`config.mk`:
```
export PLATFORM = sky130hd
export DESIGN_NAME = branch_skip_unit
export DESIGN_NICKNAME = d
export VERILOG_FILES = /design/src/core/branch_skip_unit.v /design/src/core/file_addr_gen.v
export VERILOG_INCLUDE_DIRS = /design/src /design/src/core
export SDC_FILE = /design/constraint.sdc
export NUM_CORES = 1
export LEC_CHECK = 0
export BUFFER_PORTS_ARGS = -buffer_cell sky130_fd_sc_hd__buf_4
export CORE_MARGIN = 2
export CORE_UTILIZATION = 30
export CTS_CLUSTER_DIAMETER = 60
export CTS_CLUSTER_SIZE = 16
export DETAILED_ROUTE_END_ITERATION = 12
export SETUP_SLACK_MARGIN = 0.05
export SYNTH_ARGS = -nofsm -noshare
export SYNTH_HDL_FRONTEND = slang
export SYNTH_SLANG_ARGS = --single-unit
```
`constraint.sdc`:
```
create_clock -name clk_sys_i -period 2.8 [get_ports clk_sys_i]
set_clock_uncertainty 0.2 [all_clocks]
set_input_delay 0.28 -clock clk_sys_i [delete_from_list [all_inputs] [get_ports clk_sys_i]]
set_output_delay 0.28 -clock clk_sys_i [all_outputs]
set_load 0.005 [all_outputs]
```
`src/core/branch_skip_consts.vh`:
```
// constants for the conditional branch and skip unit
`ifndef BRANCH_SKIP_CONSTS_VH
`define BRANCH_SKIP_CONSTS_VH
`define OP_HI_BRANCH    4'he
`define OP_BR_CARRY     4'h3
`define OP_BR_NEG       4'h7
`define OP_BIT_CLR      4'hb
`define OP_BIT_SET      4'ha
`define OP_INC_HI       4'h3
`define OP_INC_LO       2'h3
`define IDX_LIMIT       8'h5f
`define ACCESS_HI_BASE  8'h60
`define BANK_ACCESS_LO  4'h0
`define BANK_ACCESS_HI  4'hf
`define PC_STEP         21'h000002
`define PC_RESET        21'h000000
`define FSR2_BANK_W     12
`endif

```
`src/core/branch_skip_unit.v`:
```
// execution of conditional branch, bit-test skip and increment skip instructions
// Contract
// - target is fetch address plus two plus twice offset
// - branch one cycle, taken two
// - skip when tested bit clear
// - skip when tested bit set
// - increment file, write to w or file
// - skip squashes fetched instruction as no-op
// - skipping two-word instruction costs three cycles
// - access bit selects access or banked
// - extended set indexes addresses up to 95
`timescale 1ns/1ps
module branch_skip_unit (
  input  wire        clk_sys_i,
  input  wire        resetn_i,
  input  wire        instr_valid_i,
  input  wire [15:0] instr_i,
  input  wire [20:0] pc_i,
  input  wire        carry_i,
  input  wire        negative_i,
  input  wire [3:0]  bank_select_reg_i,
  input  wire        ext_set_en_i,
  input  wire [11:0] fsr2_i,
  input  wire [7:0]  file_rdata_i,
  input  wire        next_two_word_i,
  output reg         pc_load_o,
  output reg  [20:0] pc_target_o,
  output reg         squash_o,
  output reg  [11:0] file_addr_o,
  output reg         file_we_o,
  output reg         w_we_o,
  output reg  [7:0]  result_o,
  output reg         busy_o,
  output wire        flags_we_o
);
`include "branch_skip_consts.vh"

  localparam ST_RUN  = 2'd0;
  localparam ST_NOP1 = 2'd1;
  localparam ST_NOP2 = 2'd2;

  reg  [1:0]  state_r;
  reg  [1:0]  state_nxt;
  // registered output next values
  reg         pc_load_nxt;
  reg  [20:0] pc_target_nxt;
  reg         squash_nxt;
  reg  [11:0] file_addr_nxt;
  reg         file_we_nxt;
  reg         w_we_nxt;
  reg  [7:0]  result_nxt;
  reg         busy_nxt;
  wire [11:0] addr_w;
  wire        is_bc;
  wire        is_bn;
  wire        is_btc;
  wire        is_bts;
  wire        is_inc;
  wire        bit_val;
  wire [7:0]  inc_val;
  wire        take_br;
  wire        do_skip;
  wire        exec;
  wire        bit_skip;
  wire        inc_skip;
  wire        flow_break;

  function [20:0] branch_target;
    input [20:0] pc;
    input [7:0]  off;
    begin
      branch_target = pc + `PC_STEP + {{12{off[7]}}, off, 1'b0};
    end
  endfunction

  // upper byte match for the two relative branches
  function branch_op;
    input [15:0] instr;
    input [3:0]  lo;
    begin
      branch_op = (instr[15:12] == `OP_HI_BRANCH) & (instr[11:8] == lo);
    end
  endfunction

  file_addr_gen u_addr (
    .f_addr_i          (instr_i[7:0]),
    .access_a_i        (instr_i[8]),
    .bank_select_reg_i (bank_select_reg_i),
    .ext_set_en_i      (ext_set_en_i),
    .fsr2_i            (fsr2_i),
    .addr_o            (addr_w),
    .indexed_o         ()
  );

  assign exec    = instr_valid_i & (state_r == ST_RUN);
  assign is_bc   = branch_op(instr_i, `OP_BR_CARRY);
  assign is_bn   = branch_op(instr_i, `OP_BR_NEG);
  assign is_btc  = (instr_i[15:12] == `OP_BIT_CLR);
  assign is_bts  = (instr_i[15:12] == `OP_BIT_SET);
  assign is_inc  = (instr_i[15:12] == `OP_INC_HI) & (instr_i[11:10] == `OP_INC_LO);
  assign bit_val = file_rdata_i[instr_i[11:9]];
  assign inc_val = file_rdata_i + 8'h01;
  assign take_br = exec & ((is_bc & ~carry_i) | (is_bn & ~negative_i));

  assign bit_skip   = (is_btc & ~bit_val) | (is_bts & bit_val);
  assign inc_skip   = is_inc & (inc_val == 8'h00);
  assign do_skip    = exec & (bit_skip | inc_skip);

  // branch or skip breaks the flow
  assign flow_break = take_br | do_skip;

  assign flags_we_o = 1'b0;

  always @* begin
    state_nxt = state_r;
    case (state_r)
      ST_RUN: begin
        if (take_br) begin
          state_nxt = ST_NOP2;
        end else if (do_skip & next_two_word_i) begin
          state_nxt = ST_NOP1;
        end else if (do_skip) begin
          state_nxt = ST_NOP2;
        end
      end
      ST_NOP1: begin
        state_nxt = ST_NOP2;
      end
      ST_NOP2: begin
        state_nxt = ST_RUN;
      end
      default: begin
        state_nxt = ST_RUN;
      end
    endcase
  end

  // next values of the branch outputs
  always @* begin
    pc_load_nxt   = 1'b0;
    pc_target_nxt = pc_target_o;
    if (take_br) begin
      pc_load_nxt   = 1'b1;
      pc_target_nxt = branch_target(pc_i, instr_i[7:0]);
    end
  end

  // next values of the skip and file outputs
  always @* begin
    squash_nxt    = 1'b0;
    busy_nxt      = (state_nxt != ST_RUN);
    file_addr_nxt = addr_w;
    file_we_nxt   = 1'b0;
    w_we_nxt      = 1'b0;
    result_nxt    = result_o;
    if (flow_break) begin
      squash_nxt = 1'b1;
    end
    if (exec & is_inc) begin
      result_nxt  = inc_val;
      file_we_nxt = instr_i[9];
      w_we_nxt    = ~instr_i[9];
    end
  end

  // state register
  always @(posedge clk_sys_i or negedge resetn_i) begin
    if (!resetn_i) begin
      state_r <= ST_RUN;
    end else begin
      state_r <= state_nxt;
    end
  end

  always @(posedge clk_sys_i or negedge resetn_i) begin
    if (!resetn_i) begin
      pc_load_o   <= 1'b0;
      pc_target_o <= `PC_RESET;
    end else begin
      pc_load_o   <= pc_load_nxt;
      pc_target_o <= pc_target_nxt;
    end
  end

  always @(posedge clk_sys_i or negedge resetn_i) begin
    if (!resetn_i) begin
      squash_o <= 1'b0;
      busy_o   <= 1'b0;
    end else begin
      squash_o <= squash_nxt;
      busy_o   <= busy_nxt;
    end
  end

  always @(posedge clk_sys_i or negedge resetn_i) begin
    if (!resetn_i) begin
      file_addr_o <= 12'h000;
      file_we_o   <= 1'b0;
      w_we_o      <= 1'b0;
      result_o    <= 8'h00;
    end else begin
      file_addr_o <= file_addr_nxt;
      file_we_o   <= file_we_nxt;
      w_we_o      <= w_we_nxt;
      result_o    <= result_nxt;
    end
  end
endmodule // branch_skip_unit

```
`src/core/file_addr_gen.v`:
```
// file register address generation: access, banked and indexed literal offset
`timescale 1ns/1ps
module file_addr_gen (
  input  wire [7:0]  f_addr_i,
  input  wire        access_a_i,
  input  wire [3:0]  bank_select_reg_i,
  input  wire        ext_set_en_i,
  input  wire [11:0] fsr2_i,
  output wire [11:0] addr_o,
  output wire        indexed_o
);
`include "branch_skip_consts.vh"
  assign indexed_o = ext_set_en_i & ~access_a_i & (f_addr_i <= `IDX_LIMIT);
  assign addr_o = indexed_o ? (fsr2_i + {4'h0, f_addr_i}) :
                  access_a_i ? {bank_select_reg_i, f_addr_i} :
                  (f_addr_i >= `ACCESS_HI_BASE) ? {`BANK_ACCESS_HI, f_addr_i} :
                  {`BANK_ACCESS_LO, f_addr_i};
endmodule // file_addr_gen

```
==> key figures <==
Final layout
  – Share of cells above drive strength 1: 28.4%
  – Commonest cells after routing, fill and taps aside: 123 x buf_4, 55 x nand2_1, 48 x dfrtp_1, 47 x ha_1, 34 x o21ai_0
  – Commonest non-fill, non-tap cell in the layout: buf_4
  – Filler instances: 1165
  – Inserted Diodes: 0
  – Storage cell area: 1200 µm²
  – Area of the multi-input gates: 2300 µm²
  – Post-layout nets: 634
  – P&R area growth vs syn: 35.0%
  – Final core occ: 41.0%

Global routing
  – Largest net degree at the start of global routing: 49
  – Met2 GRT Util: 25.6%
  – GRT met1 Usage: 19.2%
  – GRT Max-Usage Layer: met2
  – Grt ovf: 0
  – Initial antenna violation count: 0
  – First-pass GRT wire length: 15.4 mm
  – Met3 Use GR: 3.56%
  – Total track usage: 14.9%
  – Vias in the first global route: 3192

Floorplan
  – Starting Density: 30.4%
  – # rows: 40
  – Die ar.: 12900 µm²
  – Core Area: 11900 µm²
  – I/O pins: 115
  – Die width: 114 µm
  – Die Span Y: 114 µm

Yosys
  – Post-Synth Adder-Cell Area: 17.4%
  – Xor and xnor area share after synthesis: 7.53%
  – Post-synthesis mux area share: 4.13%
  – Cell Area, Synth: 3610 µm²
  – Leading area contributor after synthesis: dfrtp_1
  – Largest cells by area after synthesis: dfrtp_1 33%, ha_1 16%, nand2_1 5.7%, o21ai_0 4.9%, xor2_1 4.4%
  – Gate Count Post-Synth: 391
  – Ys flop type: dfrtp_1
  – Flops & latches, synth: 48
  – EDFF count, synth: 0
  – Post-synth net total: 508
  – Yosys warns: 0
  – Post-Syn Area per Cell: 9.22 µm²
  – Unique cell type count in the Yosys netlist: 55
  – Synth Area in Compound Gates: 18.9%
  – Register area share after synthesis: 33.3%
  – Top-area cell type share of the netlist area: 33.3%
  – Post-Synth Simple-Gate Area: 15.5%
  – Largest family of logic cells by synthesized area: compound AO/OA/AOI/OAI gates
  – FFs w/ async S/R, synth: 100%

Critical path
  – Setup CP Type: in2reg
  – CP startpoint kind: input port
  – CP Max Fanout: 5
  – Worst reg2reg path endpoint: result_o[1]$_DFFE_PN0P_
  – Worst reg2reg setup slack: 0.80 ns
  – FF-to-FF path depth: 3
  – Critical path arrival: 2.42 ns
  – Setup crit end kind: flop
  – Worst path required time: 2.78 ns
  – Critical Path Source: instr_i[1]
  – Worst reg2reg startpoint: state_r[0]$_DFF_PN0_

STA
  – Final Hold Fails: 0
  – Slew HR: 56.0%
  – Setup violations, final: 0
  – RSZ-0062 raised after global routing: false
  – Slew @ Worst Pin: 0.660 ns
  – Max frequency: 0.409 GHz
  – Fin crit period: 2.45 ns
  – Final-report max-slew violation count: 0
  – Fin Setup TNS: 0 ns
  – Final worst-path cycle share: 87.4%

Run status
  – Outcome: completed

Placed design
  – DP Wirelength: 7.60 mm
  – I/O Buffers: 113
  – Final RePlAce weighted congestion: 0.836

Clock network
  – CTS buffer count: 5
  – Worst skew pair latency: 0.29 ns
  – CTS tree: yes
  – Root buffer cell: clkbuf_16
  – Post-CTS Setup Inserts: 0
  – H-tree depth: 2
  – TritonCTS Sinks: 48
  – Worst-path clk slew: 0.06 ns
  – Clock buffer depth: 2

Drt
  – Total iterations of the first detailed-routing run: 4
  – Drt drc: 0
  – DR vias: 3266
  – WL per Instance: 14.2 µm
  – Vias per Instance: 4.91
  – DRT iter0 DRCs: 147
  – Detail Route Antenna Nets: 0
  – Total wire length: 9.47 mm

Power and ir drop
  – Power per Cell Area: 426 nW/µm²
  – Leak pwr: 0.00244 µW
  – PnR Total Power: 2080 µW
  – Maximum VDD drop: 0.000209 V

Hold path
  – Hold Path Depth: 3
  – WHS Endpoint: file_addr_o[9]$_DFF_PN0_
  – Hold WC Path Type: in2reg
  – Hold wc startpoint: bank_select_reg_i[1]

Job
  – Maximum Capacitance Violations: 0
[registers in the layout (all words and copies together), names as in the netlist]
name,count
file_addr_o,12
busy_o,1
result_o,8
w_we_o,1
state_r,2
file_we_o,1
pc_target_o,21
squash_o,1
pc_load_o,1
[cells in the mapped netlist, types with 2 or more instances]
master,n
xor2_1,18
ha_1,47
o21bai_1,2
mux4_1,2
mux2i_1,4
a211oi_1,4
nor2_1,20
o21ai_1,2
o21ai_0,35
a21o_1,6
and2_1,3
mux2_2,5
nand2_1,55
a31oi_1,3
inv_1,20
dfrtp_1,48
a21oi_1,19
xnor2_1,13
clkbuf_1,7
nand4_1,3
nor3b_1,5
a211o_1,3
o21a_1,5
nor3_1,10
o22ai_1,3
and3_1,4
o221ai_1,2
nand3_1,9
o211ai_1,6
fa_1,2
nor2b_1,2
[critical path, stage by stage]
cell	delay, ns
buf_4	0.13
ha_1	0.29
ha_1	0.17
inv_1	0.05
fa_1	0.38
nor2b_1	0.17
o211ai_1	0.13
a21oi_1	0.21
o21bai_2	0.15
o21ai_1	0.21
mux2i_1	0.20
nand2_1	0.06
[area by class of cell]
class	count	share of cell area [%]
multi-input combinational	315	47.2
sequential	48	24.7
timing repair buffer	127	19.8
tap	147	3.78
clock buffer	6	2.85
inverter	20	1.54
clock inverter	2	0.206
[logic make-up (layout without fill, tap and decap cells)]
| group | Yosys count | after routing |
|---|---|---|
| AO/OA/AOI/OAI | 104 | 104 |
| XOR/XNOR | 31 | 31 |
| adder cells (fa/ha/maj) | 49 | 49 |
| buffers and inverters | 28 | 155 |
| flip-flops | 48 | 48 |
| multiplexers | 11 | 11 |
| other | 1 | 1 |
| AND/OR/NAND/NOR | 119 | 119 |
[layer usage]
| layer | share of wire [%] | vias up | wire length, µm |
|---|---|---|---|
| met4 | 1.1 | 0 | 107 |
| li1 | - | 1656 | - |
| met3 | 6.7 | 8 | 639 |
| met2 | 49 | 90 | 4620 |
| met1 | 43 | 1512 | 4100 |
| met5 | 0 | - | 0 |
[stage by stage]
| stage | cells | instance area (µm²) | hold WS [ns] | setup slack, ns |
|---|---|---|---|---|
| floorplan | 391 | 3610 | -0.216 | 0.331 |
| global placement | 653 | 4680 | 0.160 | 0.0423 |
| detailed placement | 653 | 4680 | 0.164 | -0.0562 |
| CTS | 665 | 4870 | 0.0163 | 0.254 |
| global route | 665 | 4870 | 0.0362 | 0.132 |
| finish | 665 | 4870 | 0.0282 | 0.354 |
[worst max-delay path by stage]
stage                                   to  slack, ns
6_report       pc_target_o[20]$_DFFE_PN0P_       0.35
5_1_grt        pc_target_o[20]$_DFFE_PN0P_       0.13
4_1_cts        pc_target_o[20]$_DFFE_PN0P_       0.25
3_5_place_dp   pc_target_o[20]$_DFFE_PN0P_      -0.06
3_3_place_gp   pc_target_o[20]$_DFFE_PN0P_       0.04
2_1_floorplan  pc_target_o[20]$_DFFE_PN0P_       0.33
[timing repair]
item | 4_1_cts | 5_1_grt
endpoints found under the hold margin | 51 | 0
resized for setup | 0 | 1
hold buffers | 4 | 0
setup endpoints to repair | 0 | 1
[power by group]
group,switching [µW],internal (µW),leakage [µW]
sequential,27.2,746,0.000631
combinational,333,348,0.00174
clock,269,353,0.0000766
Note: power is estimated with default switching activity, not from simulation.
